`src/verilog/csub_pkg.sv`:
```
// Constants shared by the channel status and user data block buffer
// Overview of operation
// - Hold 384 status and 384 user bits
// - Staging buffer feeds readable buffer by copies
// - Earliest received bit sits in byte MSB
// - Status byte 0 at address 32
// - Interrupt on every copy when enabled
// - Inhibit bit suppresses copies
// - At least 24 frames between copies
// - Reserve keeps first five bytes untouched
// - Readable buffer is 24 words, A high
// - Control bit picks one or two byte
// - One byte mode returns chosen channel
// - Two byte mode returns A then B
// - User buffer cascaded, always two byte
// - User word interleaves A and B bits
// - User bytes returned in arrival order
// - Reset clears all state and registers
package csub_pkg;

  // ***************************************************
  // Sizes
  // ***************************************************
  localparam int BLOCK_FRAMES = 192;
  localparam int BUF_WORDS = 24;
  localparam int RSV_WORDS = 5;
  localparam int COPY_GAP_FRAMES = 24;
  localparam int ADDR_W = 8;

  // ***************************************************
  // Register byte addresses
  // ***************************************************
  localparam logic [7:0] CTRL_OFS = 8'h00;
  localparam logic [7:0] STAT_OFS = 8'h04;
  localparam logic [7:0] MASK_OFS = 8'h08;
  localparam logic [7:0] CS_BASE = 8'h20;
  localparam logic [7:0] U_BASE = 8'h80;

  // ***************************************************
  // Control fields and reset value
  // ***************************************************
  localparam int CTRL_INHIBIT = 0;
  localparam int CTRL_RESERVE = 1;
  localparam int CTRL_TWO_BYTE = 2;
  localparam int CTRL_CHAN_B = 3;
  localparam int CTRL_W = 4;
  localparam logic [3:0] CTRL_RST = 4'h0;

  // ***************************************************
  // Status fields
  // ***************************************************
  localparam int STAT_COPY_DONE = 0;
  localparam int STAT_COPY_DROP = 1;
  localparam int STAT_W = 2;
  localparam int STAT_SYNC = 8;
  localparam int STAT_BUSY = 9;
  localparam logic [1:0] MASK_RST = 2'h0;

endpackage

```
`src/verilog/csub_buffer.sv`:
```
// Double-buffered channel status and user data store with APB access
`timescale 1ns/100ps
`default_nettype none
module csub_buffer #(
  parameter int BLOCK_FRAMES = csub_pkg::BLOCK_FRAMES,
  parameter int BUF_WORDS = csub_pkg::BUF_WORDS,
  parameter int RSV_WORDS = csub_pkg::RSV_WORDS,
  parameter int COPY_GAP_FRAMES = csub_pkg::COPY_GAP_FRAMES
) (
  input wire logic pclk,
  input wire logic presetn,
  input wire logic psel,
  input wire logic penable,
  input wire logic pwrite,
  input wire logic [csub_pkg::ADDR_W-1:0] paddr,
  input wire logic [31:0] pwdata,
  output logic [31:0] prdata,
  output logic pready,
  output logic pslverr,
  input wire logic rx_frame,
  input wire logic rx_block_start,
  input wire logic rx_cs_a,
  input wire logic rx_cs_b,
  input wire logic rx_u_a,
  input wire logic rx_u_b,
  output logic irq
);
  import csub_pkg::*;

  // Both buffer windows must fit the byte map without overlap
  if (BLOCK_FRAMES != BUF_WORDS * 8 || RSV_WORDS > BUF_WORDS || BUF_WORDS > 32
      || COPY_GAP_FRAMES > 255 || COPY_GAP_FRAMES < 1
      || BUF_WORDS * 4 > int'(U_BASE - CS_BASE)
      || int'(U_BASE) + BUF_WORDS * 4 > 256) begin : g_chk
    $error("csub_buffer: unsupported sizes");
  end

  // ***************************************************
  // Declarations
  // ***************************************************
  logic [CTRL_W-1:0] ctrl;
  logic [STAT_W-1:0] status;
  logic [STAT_W-1:0] next_status;
  logic [STAT_W-1:0] mask;
  logic [7:0] fcnt;
  logic [7:0] cur_pos;
  logic blk_sync;
  logic block_done;
  logic [7:0] gap_cnt;
  logic copy_req;
  logic copy_start;
  logic copy_busy;
  logic [4:0] copy_idx;
  logic copy_last;
  logic ev_done;
  logic ev_drop;
  logic [7:0] d_cs_a [BUF_WORDS];
  logic [7:0] d_cs_b [BUF_WORDS];
  logic [7:0] d_u_a [BUF_WORDS];
  logic [7:0] d_u_b [BUF_WORDS];
  logic acc;
  logic commit;
  logic is_ctrl;
  logic is_stat;
  logic is_mask;
  logic is_cs;
  logic is_u;
  logic [4:0] buf_idx;
  logic ram_ok;
  logic cs_wr_ok;
  logic [3:0] ram_we;
  logic [4:0] ram_waddr;
  logic [31:0] ram_wdata;
  logic [31:0] ram_rdata;
  logic [15:0] u_word;
  logic [31:0] reg_rdata;

  // ***************************************************
  // Frame position within the block
  // ***************************************************
  assign cur_pos = rx_block_start ? 8'h00 : fcnt;
  assign block_done = rx_frame && blk_sync && (cur_pos == 8'(BLOCK_FRAMES - 1));

  always_ff @(posedge pclk or negedge presetn) begin
    if (!presetn) begin
      fcnt <= 8'h00;
      blk_sync <= 1'b0;
    end else if (rx_frame) begin
      if (cur_pos == 8'(BLOCK_FRAMES - 1)) begin
        fcnt <= 8'h00;
      end else begin
        fcnt <= cur_pos + 8'h01;
      end
      if (rx_block_start) begin
        blk_sync <= 1'b1;
      end
    end
  end

  // ***************************************************
  // Staging buffer, earliest bit in the MSB
  // ***************************************************
  always_ff @(posedge pclk or negedge presetn) begin
    if (!presetn) begin
      for (int i = 0; i < BUF_WORDS; i++) begin
        d_cs_a[i] <= 8'h00;
        d_cs_b[i] <= 8'h00;
        d_u_a[i] <= 8'h00;
        d_u_b[i] <= 8'h00;
      end
    end else if (rx_frame) begin
      d_cs_a[cur_pos[7:3]][3'd7 - cur_pos[2:0]] <= rx_cs_a;
      d_cs_b[cur_pos[7:3]][3'd7 - cur_pos[2:0]] <= rx_cs_b;
      d_u_a[cur_pos[7:3]][3'd7 - cur_pos[2:0]] <= rx_u_a;
      d_u_b[cur_pos[7:3]][3'd7 - cur_pos[2:0]] <= rx_u_b;
    end
  end

  // ***************************************************
  // Copy scheduling
  // ***************************************************
  // Never start under a write's access phase, which would drop its data
  assign copy_start = copy_req && !copy_busy && !(psel && penable && pwrite);
  assign copy_last = copy_busy && (copy_idx == 5'(BUF_WORDS - 1));
  assign ev_done = copy_last;
  assign ev_drop = block_done && (ctrl[CTRL_INHIBIT] || gap_cnt != 8'h00);

  always_ff @(posedge pclk or negedge presetn) begin
    if (!presetn) begin
      copy_req <= 1'b0;
    end else if (block_done && !ctrl[CTRL_INHIBIT] && gap_cnt == 8'h00) begin
      copy_req <= 1'b1;
    end else if (copy_start) begin
      copy_req <= 1'b0;
    end
  end

  // Frames left before another copy may run
  always_ff @(posedge pclk or negedge presetn) begin
    if (!presetn) begin
      gap_cnt <= 8'h00;
    end else if (copy_start) begin
      gap_cnt <= 8'(COPY_GAP_FRAMES);
    end else if (rx_frame && gap_cnt != 8'h00) begin
      gap_cnt <= gap_cnt - 8'h01;
    end
  end

  // Whole block walked one word per cycle, buffer reads stalled meanwhile
  always_ff @(posedge pclk or negedge presetn) begin
    if (!presetn) begin
      copy_busy <= 1'b0;
      copy_idx <= 5'h00;
    end else if (copy_start) begin
      copy_busy <= 1'b1;
      copy_idx <= 5'h00;
    end else if (copy_last) begin
      copy_busy <= 1'b0;
      copy_idx <= 5'h00;
    end else if (copy_busy) begin
      copy_idx <= copy_idx + 5'h01;
    end
  end

  // ***************************************************
  // Readable buffer write port
  // ***************************************************
  always_comb begin
    ram_we = 4'h0;
    ram_waddr = buf_idx;
    ram_wdata = 32'h0000_0000;
    if (copy_busy) begin
      ram_waddr = copy_idx;
      ram_wdata = {d_cs_a[copy_idx], d_cs_b[copy_idx], d_u_a[copy_idx], d_u_b[copy_idx]};
      // Reserved words keep their status lanes, user lanes always copy
      ram_we = 4'h3;
      if (!(ctrl[CTRL_RESERVE] && int'(copy_idx) < RSV_WORDS)) begin
        ram_we = 4'hf;
      end
    end else if (commit && is_cs) begin
      if (ctrl[CTRL_TWO_BYTE]) begin
        ram_wdata = {pwdata[15:8], pwdata[7:0], 16'h0000};
        ram_we = 4'hc;
      end else begin
        ram_wdata = {pwdata[7:0], pwdata[7:0], 16'h0000};
        ram_we = ctrl[CTRL_CHAN_B] ? 4'h4 : 4'h8;
      end
    end
  end

  csub_ram #(
    .WORDS(BUF_WORDS),
    .AW(5),
    .LANES(4)
  ) u_ebuf (
    .pclk(pclk),
    .presetn(presetn),
    .we(ram_we),
    .waddr(ram_waddr),
    .wdata(ram_wdata),
    .raddr(buf_idx),
    .rdata(ram_rdata)
  );

  // ***************************************************
  // APB decode
  // ***************************************************
  assign acc = psel && penable && !pready;
  assign commit = psel && penable && pready && pwrite && !pslverr;
  assign is_ctrl = (paddr == CTRL_OFS);
  assign is_stat = (paddr == STAT_OFS);
  assign is_mask = (paddr == MASK_OFS);
  assign is_cs = (paddr[1:0] == 2'b00) && (paddr >= CS_BASE)
                 && (paddr < CS_BASE + 8'(BUF_WORDS * 4));
  assign is_u = (paddr[1:0] == 2'b00) && (paddr >= U_BASE)
                && (paddr < U_BASE + 8'(BUF_WORDS * 4));
  assign buf_idx = is_u ? 5'((paddr - U_BASE) >> 2) : 5'((paddr - CS_BASE) >> 2);
  assign cs_wr_ok = ctrl[CTRL_RESERVE] && (int'(buf_idx) < RSV_WORDS);

  // User bits interleaved A over B
  for (genvar b = 0; b < 8; b++) begin : g_ilv
    assign u_word[2*b+1] = ram_rdata[8+b];
    assign u_word[2*b] = ram_rdata[b];
  end

  always_comb begin
    reg_rdata = 32'h0000_0000;
    if (is_ctrl) begin
      reg_rdata[CTRL_W-1:0] = ctrl;
    end else if (is_stat) begin
      reg_rdata[STAT_W-1:0] = status;
      reg_rdata[STAT_SYNC] = blk_sync;
      reg_rdata[STAT_BUSY] = copy_busy;
    end else if (is_mask) begin
      reg_rdata[STAT_W-1:0] = mask;
    end
  end

  // Buffer data valid once the read port saw a quiet cycle
  always_ff @(posedge pclk or negedge presetn) begin
    if (!presetn) begin
      ram_ok <= 1'b0;
    end else begin
      ram_ok <= psel && !copy_busy;
    end
  end

  // ***************************************************
  // APB answer
  // ***************************************************
  always_ff @(posedge pclk or negedge presetn) begin
    if (!presetn) begin
      pready <= 1'b0;
      pslverr <= 1'b0;
      prdata <= 32'h0000_0000;
    end else if (acc) begin
      // Status buffer accesses and user buffer reads wait out a running copy
      if (is_ctrl || is_stat || is_mask) begin
        pready <= 1'b1;
        pslverr <= 1'b0;
        prdata <= pwrite ? 32'h0000_0000 : reg_rdata;
      end else if (is_cs && pwrite) begin
        if (!copy_busy) begin
          pready <= 1'b1;
          pslverr <= !cs_wr_ok;
          prdata <= 32'h0000_0000;
        end
      end else if (is_cs) begin
        if (ram_ok && !copy_busy) begin
          pready <= 1'b1;
          pslverr <= 1'b0;
          if (ctrl[CTRL_TWO_BYTE]) begin
            prdata <= {16'h0000, ram_rdata[31:24], ram_rdata[23:16]};
          end else if (ctrl[CTRL_CHAN_B]) begin
            prdata <= {24'h00_0000, ram_rdata[23:16]};
          end else begin
            prdata <= {24'h00_0000, ram_rdata[31:24]};
          end
        end
      end else if (is_u && !pwrite) begin
        if (ram_ok && !copy_busy) begin
          pready <= 1'b1;
          pslverr <= 1'b0;
          prdata <= {16'h0000, u_word};
        end
      end else begin
        pready <= 1'b1;
        pslverr <= 1'b1;
        prdata <= 32'h0000_0000;
      end
    end else begin
      pready <= 1'b0;
      pslverr <= 1'b0;
    end
  end

  // ***************************************************
  // Control and mask registers
  // ***************************************************
  always_ff @(posedge pclk or negedge presetn) begin
    if (!presetn) begin
      ctrl <= CTRL_RST;
    end else if (commit && is_ctrl) begin
      ctrl <= pwdata[CTRL_W-1:0];
    end
  end

  always_ff @(posedge pclk or negedge presetn) begin
    if (!presetn) begin
      mask <= MASK_RST;
    end else if (commit && is_mask) begin
      mask <= pwdata[STAT_W-1:0];
    end
  end

  // ***************************************************
  // Sticky events and interrupt
  // ***************************************************
  // An event in the clearing cycle keeps its bit set
  always_comb begin
    next_status = status;
    if (commit && is_stat) begin
      next_status = status & ~pwdata[STAT_W-1:0];
    end
    next_status = next_status | {ev_drop, ev_done};
  end

  always_ff @(posedge pclk or negedge presetn) begin
    if (!presetn) begin
      status <= '0;
    end else begin
      status <= next_status;
    end
  end

  always_ff @(posedge pclk or negedge presetn) begin
    if (!presetn) begin
      irq <= 1'b0;
    end else begin
      irq <= |(status & mask);
    end
  end

endmodule
`default_nettype wire

```
`src/verilog/csub_ram.sv`:
```
// Byte-lane memory holding the readable status and user words
`timescale 1ns/100ps
`default_nettype none
module csub_ram #(
  parameter int WORDS = 24,
  parameter int AW = 5,
  parameter int LANES = 4
) (
  input wire logic pclk,
  input wire logic presetn,
  input wire logic [LANES-1:0] we,
  input wire logic [AW-1:0] waddr,
  input wire logic [LANES*8-1:0] wdata,
  input wire logic [AW-1:0] raddr,
  output logic [LANES*8-1:0] rdata
);

  logic [LANES*8-1:0] mem [WORDS];

  if (WORDS > (1 << AW)) begin : g_chk
    $error("csub_ram: address too narrow");
  end

  // ***************************************************
  // Write port, one lane per byte
  // ***************************************************
  for (genvar l = 0; l < LANES; l++) begin : g_lane
    always_ff @(posedge pclk or negedge presetn) begin
      if (!presetn) begin
        for (int w = 0; w < WORDS; w++) begin
          mem[w][l*8 +: 8] <= 8'h00;
        end
      end else if (we[l] && (int'(waddr) < WORDS)) begin
        mem[waddr][l*8 +: 8] <= wdata[l*8 +: 8];
      end
    end
  end

  // ***************************************************
  // Registered read port
  // ***************************************************
  always_ff @(posedge pclk or negedge presetn) begin
    if (!presetn) begin
      rdata <= '0;
    end else if (int'(raddr) < WORDS) begin
      rdata <= mem[raddr];
    end else begin
      rdata <= '0;
    end
  end

endmodule
`default_nettype wire

```
`config.mk`:
```
export PLATFORM = sky130hd
export DESIGN_NAME = csub_buffer
export DESIGN_NICKNAME = d
export VERILOG_FILES = /design/src/verilog/csub_pkg.sv /design/src/verilog/csub_buffer.sv /design/src/verilog/csub_ram.sv
export SDC_FILE = /design/constraint.sdc
export NUM_CORES = 1
export LEC_CHECK = 0
export BUFFER_PORTS_ARGS = -buffer_cell sky130_fd_sc_hd__buf_2
export CORE_MARGIN = 5
export CORE_UTILIZATION = 45
export CTS_BUF_LIST = sky130_fd_sc_hd__clkbuf_4 sky130_fd_sc_hd__clkbuf_8
export CTS_CLUSTER_SIZE = 30
export DETAILED_ROUTE_END_ITERATION = 16
export PLACE_DENSITY = 0.73
export SYNTH_ARGS = -nofsm -noshare
export SYNTH_HDL_FRONTEND = slang
export SYNTH_SLANG_ARGS = --single-unit
export TNS_END_PERCENT = 100
```
`constraint.sdc`:
```
create_clock -name pclk -period 2.3 [get_ports pclk]
set_input_delay 0.115 -clock pclk [delete_from_list [all_inputs] [get_ports pclk]]
set_output_delay 0.115 -clock pclk [all_outputs]
set_load 0.01 [all_outputs]
```
After elaboration in Yosys (flattened, before gate mapping)
Cells that the tools add are included.
{ "word_totals": {"regBits": 3940, "input_bits": 51, "wordCells": 538} }
{ "classes": {"add_sub_neg": 6, "magnitude_cmp": 16, "eq_ne": 8, "n_mux": 88, "bitwise": 8, "reduce_logical": 61} }
{ "ops": {"columns": ["cell", "count"], "rows": [
  ["bitwise mux 768 bit", 4],
  ["bitwise mux 192 bit", 4],
  ["demux 32 bit (select 5 bit)", 4],
  ["2-to-1 mux 32 bit", 14],
  ["binary-select mux 32 bit (select 5 bit)", 1],
  ["binary-select mux 8 bit (select 5 bit)", 4],
  ["2-to-1 mux 8 bit", 15],
  ["demux 8 bit (select 5 bit)", 1],
  ["logical AND 1 bit", 36],
  ["2-to-1 mux 16 bit", 2],
  ["2-to-1 mux 5 bit", 5],
  [">= comparator 6 bit (second input constant)", 4],
  ["2-to-1 mux 24 bit", 1],
  ["inverter 5 -> 6 bit", 4],
  ["2-to-1 mux 4 bit", 5],
  ["2-to-1 mux 1 bit", 19],
  ["logical NOT 8 bit", 2],
  ["less-than comparator 8 bit (second input constant)", 2],
  ["2-to-1 mux 2 bit", 7],
  ["less-than comparator 6 x 1 -> 1 bit (second input constant)", 2],
  ["less-than comparator 5 x 3 -> 1 bit (second input constant)", 2],
  ["less-than comparator 5 bit (second input constant)", 2],
  ["2-to-1 mux 10 bit", 1],
  ["AND reduction 2 bit", 5],
  ["29 further kinds", 41]
]} }

Depth between registers and ports, before layout
Gate-level depths: netlist (run 1).
{ "depth": {"word_depth": 11, "depth_mapped": 8} }

Cells and area by module
From an unflattened synthesis (run 1), not the netlist that was laid out.
{ "unflattened": {"hier_cells": 2825, "hier_area_um2": 39146.3} }
{ "by_module_without_submodules": {"columns": ["mod", "instances", "cells_each", "area_each_um2", "seq_area_each_um2"], "rows": [
  ["csub_buffer", 1, 2792, 38902.3, 20519.7],
  ["csub_ram", 1, 33, 244.0, 0.0]
]} }

Worst setup path after synthesis (run 1)
No wires, ideal clock.
{ "synth_timing": {"kind": "flip-flop to flip-flop", "start": "register gap_cnt[0]", "end": "register gap_cnt[4]", "t_arrival_ns": 1.656, "required_time_ns": 2.177, "path_slack_ns": 0.521, "stages_incl_launch_ff": 8, "n_path_buf": 0, "period_less_slack_ns": 1.779, "path_cell_list": "dfrtp_1 -> inv_1 -> ha_1 -> or4b_1 -> o211ai_1 -> nor3_1 -> xnor2_1 -> nand2_1"} }
{ "synth_via": {"elab_chain_len": 3} }
{ "synth_lines": {"columns": ["item", "line", "rtl"], "rows": [
  ["start: declaration", "csub_buffer.sv:49", "logic [7:0] gap_cnt;"],
  ["start signal: assignment", "csub_buffer.sv:143", "gap_cnt <= 8'(COPY_GAP_FRAMES);"],
  ["start signal: assignment", "csub_buffer.sv:145", "gap_cnt <= gap_cnt - 8'h01;"],
  ["subtractor 8 x 1 -> 8 bit or nonzero test 8 bit (tied branches)", "csub_buffer.sv:145, csub_buffer.sv:144", null],
  ["2-to-1 mux 8 bit or logical AND 1 bit (tied branches)", "csub_buffer.sv:144", "end else if (rx_frame && gap_cnt != 8'h00) begin"],
  ["2-to-1 mux 8 bit or nonzero test 2 bit (tied branches)", null, null]
]} }
Several ways; a longest one is shown, not always the timed one. The select of a mux whose other input is x is not followed.
A chain may end at the register's enable or synchronous reset.

Worst setup path in the final report (run 1)
Ends and elaborated chain as after synthesis.

==> results_dict.tcl, run 1 <==
set metrics [dict create \
    synth_flop_cell "dfrtp_1" \
    detail_route.iter0.violations 73 \
    grt_pass1_wl_um 7910 \
    rows 27 \
    fp.dieW_um 84.0 \
    leakage_nw 1.31 \
    drv_slew 0 \
    utilization 0.508 \
    p_int_mw 1.37 \
    dieHeight_um 84.0 \
    cts_resized 0 \
    drc_errors 0 \
    setup_tns_ns 0 \
    core_sq_um 5410 \
    timing.hold.ws_ns 0.0480 \
    netlist_area_sq_um 2460 \
    outcome "finished, final reports clean" \
    drtPass1Iterations 4 \
    dieArea_sq_um 7050 \
    seqPwrFrac 0.496 \
    nNetsFinal 347 \
    power.share.clock 0.324 \
    worstPathMaxFanout 5 \
    postCtsHoldBufs 1 \
    overflow 0 \
    fin_crit_sh 0.851 \
    worstSetupPathType "flop to flop" \
    clock_skew_ns 0.00983 \
    netlist.top_cell.by_area "dfrtp_1" \
    clk_path_buf_depth 2 \
    synth_cells 258 \
    htreeDepth 2 \
    synth-edff-count 0 \
    ios 86 \
    cts_setup_buffers 0 \
    ys_ff_latch 44 \
    worstSetupStartpointType "flop" \
    slew_headroom 0.369 \
    cts_tree "built" \
    dp_hpwl_um 3410 \
    cap_violations 0 \
    power.share.switching 0.288 \
    numCtsBuffers 5 \
    report.final.setup_viol 0 \
    place_area_sq_um 2610 \
    clk_latency_ns 0.30 \
    area_delta_synth_final_pct 11.5 \
    synth_area_leaders "dfrtp_1 (45%), buf_4 (7.3%), nand2_1 (4.0%), nor2_1 (3.1%), mux2_2 (2.7%)" \
    wl_per_cell_um 12.7 \
    final_common_cell "dfrtp_1" \
    detail-route-antenna-nets 0 \
    grt_usage 0.137 \
    rsz0062_at_grt "false" \
    via_per_inst 5.19 \
    p_per_area_nw_per_um2 701 \
    gp_routability_congestion 0.842 \
    cts-root-buf "clkbuf_8" \
    final_area_sq_um 2740 \
    finalHoldViolCount 0 \
    clk_pin_slew_worst_paths_ns 0.09 \
    antenna_cells 0 \
    async_flop_share 1.00 \
    antenna_found_initial 0 \
    switching_power_mw 0.553 \
    drive_above_1_share 0.219 \
    yosys_warnings 1536 \
    final_cell_mix "dfrtp_1 (44), buf_2 (37), nand2_1 (26)" \
    routed-via-count 1889 \
    ys_seq_area_frac 0.447 \
    vdd_ir_drop_max_mv 0.320 \
    worst_pin_slew_ns 0.947 \
    first_global_vias 1786 \
    grt_max_degree 45 \
    cp.arrival_ns 2.14 \
    worstPathRequired_ns 2.48 \
    clock.fmax_mhz 511 \
    fin_crit_ns 1.96 \
    postSynthAreaPerCell_sq_um 9.54 \
    cp-end-kind "flop" \
    routed_wl_um 4620 \
    io_buffers 37 \
    cts.sinks 44 \
    synth_top_area_share 0.447 \
    combinationalPowerShare 0.181 \
    synth_cell_type_count 53 \
    hold_path_class "input pin to flop" \
    initial_core_util 0.455 \
]
==> final cells by class <==
cell class	count	area (sq um)
Clock buffer	6	82.6
Clock inverter	2	38.8
Fill cell	508	2660
Inverter	14	52.6
Multi-Input combinational cell	185	1160
Sequential cell	44	1100
Tap cell	72	90.1
Timing Repair Buffer	41	218
==> cell usage after synthesis (5+ instances only) <==
| cell | count |
|---|---|
| inv_1 | 14 |
| nor2_1 | 20 |
| mux2_2 | 6 |
| a21oi_1 | 10 |
| o21ai_0 | 13 |
| nand2_1 | 26 |
| nor2b_1 | 7 |
| buf_4 | 24 |
| nor3_1 | 10 |
| nand3_1 | 7 |
| clkbuf_1 | 5 |
| ha_1 | 5 |
| and3_1 | 6 |
| xnor2_1 | 5 |
| dfrtp_1 | 44 |
==> through the flow <==
step	worst slack (ns)	power [mW]	instances
after floorplan	0.521	1.24	273
after detailed placement	0.332	1.32	355
after CTS	0.314	1.95	364
after global placement	0.402	1.30	355
after global routing	0.138	2.05	364
final	0.342	1.92	364
==> power by group through the flow <==
stage | registers (mW) | logic, mW | clock network, mW
after floorplan | 0.950 | 0.286 | 0
after global placement | 0.965 | 0.340 | 0
after detailed placement | 0.967 | 0.352 | 0
after CTS | 0.953 | 0.354 | 0.640
after global routing | 0.968 | 0.409 | 0.675
final | 0.954 | 0.347 | 0.623
==> logic make-up (layout without fill, tap and decap cells) <==
kind of cell,count (synthesis),after routing,share of synthesized area
AND/OR/NAND/NOR,98,98,0.208
multiplexers,12,12,0.0580
buffers and inverters,44,63,0.104
other,1,16,0.00152
AO/OA/AOI/OAI,47,47,0.131
flip-flops,44,44,0.447
adder cells (fa/ha/maj),5,5,0.0254
XOR/XNOR,7,7,0.0249
==> sequential cells by signal, summed over array words and instances (netlist names), 2 cells and up <==
signal,flops
copy_idx,5
fcnt,8
ctrl,4
gap_cnt,8
prdata,8
mask,2
status,2
==> critical path: stages, from the launching register on <==
cell,delay (ns)
dfrtp_1,0.40
inv_1,0.13
ha_1,0.15
or4b_1,0.52
o211ai_1,0.33
nor3_1,0.10
xnor2_1,0.15
nand2_1,0.07
==> routing by layer <==
metal | vias to the layer above | global-route usage | wire length, um
li1 | 934 | - | -
met1 | 890 | 0.172 | 2120
met4 | 0 | 0.0570 | 62
met5 | - | 0 | 0
met3 | 7 | 0.0444 | 329
met2 | 58 | 0.215 | 2110
==> final timing paths <==
kind,cells past startpoint,start,endpoint,slack [ns]
max in group asynchronous,2,presetn,copy_idx[3]$_DFFE_PN0P_,1.20
min in group asynchronous,2,presetn,fcnt[3]$_DFFE_PN0P_,0.50
hold reg to reg,1,fcnt[4]$_DFFE_PN0P_,fcnt[4]$_DFFE_PN0P_,0.48
hold / removal,2,pwdata[2],ctrl[2]$_DFFE_PN0P_,0.05
setup reg to reg,7,gap_cnt[0]$_DFFE_PN0P_,gap_cnt[4]$_DFFE_PN0P_,0.34
setup / recovery,7,gap_cnt[0]$_DFFE_PN0P_,gap_cnt[4]$_DFFE_PN0P_,0.34
Power figures use the tool's default switching activity.
==> inputs of run 2 (changes only) <==
Settings changed: PLACE_DENSITY 0.73 to default, SYNTH_HIERARCHICAL from default to 1.
==> results_dict.tcl, run 2 <==
set metrics [dict create \
    outcome "finished, final reports clean" \
    detail-route-antenna-nets 0 \
    antenna_cells 0 \
    report.final.setup_viol 0 \
    grt_usage 0.133 \
    p_int_mw 1.46 \
    drv_slew 0 \
    postSynthAreaPerCell_sq_um 8.71 \
    dieHeight_um 98.1 \
    setup_ws_ns 0.255 \
    netlist_area_sq_um 3490 \
    crit_chain "nor2b_1 > ha_1 > nand2_1 > nor3_1 > nand2_1 > or4_1 > o41ai_1" \
    wl_per_cell_um 12.7 \
    worstSetupStartpointType "flop" \
    power_mw 2.01 \
    dp_hpwl_um 4880 \
    combinationalPowerShare 0.186 \
    leakage_nw 1.83 \
    worstPathMaxFanout 4 \
    drtPass1Iterations 4 \
    cts.sinks 52 \
    first_global_vias 2207 \
    largestRegisters "prdata: 16 flops, fcnt: 8 flops, gap_cnt: 8 flops" \
    largest_reg_flops 16 \
    cp-end-kind "flop" \
    clk_latency_ns 0.30 \
    cts_setup_buffers 0 \
    worst-path-buf-inv 0 \
    antenna_found_initial 1 \
    ios 86 \
    post-place-ws_ns 0.253 \
    utilization 0.469 \
    crit_family "simple AND/OR/NAND/NOR gates" \
    nNetsFinal 459 \
    slowest_delay_ns 0.51 \
    initial_core_util 0.457 \
    worstPathRequired_ns 2.50 \
    seqPwrFrac 0.502 \
    cts_resized 0 \
    final_common_cell "dfrtp_1" \
    fp.dieW_um 98.1 \
    clock_skew_ns 0.00419 \
    rows 32 \
    synth_cells 401 \
    cts-root-buf "clkbuf_8" \
    p_per_area_nw_per_um2 560 \
    timing.hold.ws_ns 0.0493 \
    power.share.clock 0.312 \
    area_delta_synth_final_pct 2.72 \
    switching_power_mw 0.545 \
    core_sq_um 7650 \
    cap_violations 0 \
    io_buffers 37 \
    hold_path_class "input pin to flop" \
    setup_tns_ns 0 \
    overflow 0 \
    clock.fmax_mhz 489 \
    htreeDepth 2 \
    fin_crit_ns 2.05 \
    critPathSlowestCell "or4_1" \
    cp.arrival_ns 2.24 \
    routed-via-count 2473 \
    final_cell_mix "dfrtp_1 (52), conb_1 (48), nand2_1 (38)" \
    slew_headroom 0.267 \
    gp_routability_congestion 0.772 \
    grt_pass1_wl_um 10600 \
    finalHoldViolCount 0 \
    routed_wl_um 6450 \
    regMostFlops "prdata" \
    via_per_inst 4.89 \
    worstSetupPathType "flop to flop" \
    numCtsBuffers 5 \
    crit_top_cell "nand2_1" \
    dieArea_sq_um 9620 \
    grt_max_degree 32 \
    drc_errors 0 \
    yosys_warnings 2310 \
    postCtsHoldBufs 1 \
    drive_above_1_share 0.188 \
    power.share.switching 0.271 \
    clk_pin_slew_worst_paths_ns 0.09 \
    cts_tree "built" \
    clk_path_buf_depth 2 \
    fin_crit_sh 0.889 \
    worst_pin_slew_ns 1.09 \
    rsz0062_at_grt "false" \
    detail_route.iter0.violations 90 \
    vdd_ir_drop_max_mv 0.354 \
]
run 2: layout make-up:
cell class / count / area [sq um]
Fill cell: 769 / 4060
Clock buffer: 6 / 76.3
Clock inverter: 2 / 35.0
Sequential cell: 52 / 1300
Inverter: 14 / 52.6
Timing Repair Buffer: 48 / 283
Multi-Input combinational cell: 282 / 1710
Tap cell: 102 / 128
run 2: routing by layer:
layer  GRT usage  vias to the layer above  share of wire
li1            -                     1262              -
met1       0.161                     1171           0.44
met2       0.242                       30           0.51
met3      0.0307                        8          0.036
met4      0.0256                        2         0.0088
met5           0                        -         0.0020
run 2: path summary, 6_finish.rpt:
path                                   startpoint                 endpoint  slack, ns  cells past startpoint
max                           fcnt[1]$_DFFE_PN0P_     copy_req$_DFFE_PN0P_       0.25                      7
min                                     pwdata[3]      ctrl[3]$_DFFE_PN0P_       0.05                      2
max reg2reg                   fcnt[1]$_DFFE_PN0P_     copy_req$_DFFE_PN0P_       0.25                      7
min reg2reg                prdata[11]$_DFFE_PN0P_   prdata[11]$_DFFE_PN0P_       0.47                      1
max in group asynchronous                 presetn  copy_idx[4]$_DFFE_PN0P_       1.34                      3
min in group asynchronous                 presetn    prdata[2]$_DFFE_PN0P_       0.31                      2
run 2: worst register-to-register path: stages (launching register included):
cell	delay [ns]
dfrtp_1	0.37
nor2b_1	0.14
ha_1	0.21
nand2_1	0.09
nor3_1	0.29
nand2_1	0.11
or4_1	0.51
o41ai_1	0.24
run 2: stage by stage:
step / area (sq um) / instances
4_1_cts: 3590 / 506
2_1_floorplan: 3670 / 447
5_1_grt: 3590 / 506
3_5_place_dp: 3470 / 497
3_3_place_gp: 3470 / 497
6_report: 3590 / 506
run 2: power groups by stage:
| stage | sequential (mW) | clock, mW | combinational [mW] |
|---|---|---|---|
| final | 1.01 | 0.626 | 0.374 |
| after global routing | 1.02 | 0.696 | 0.426 |
| after detailed placement | 1.03 | 0 | 0.375 |
| after global placement | 1.03 | 0 | 0.366 |
| after CTS | 1.01 | 0.657 | 0.378 |
| after floorplan | 1.02 | 0 | 0.322 |
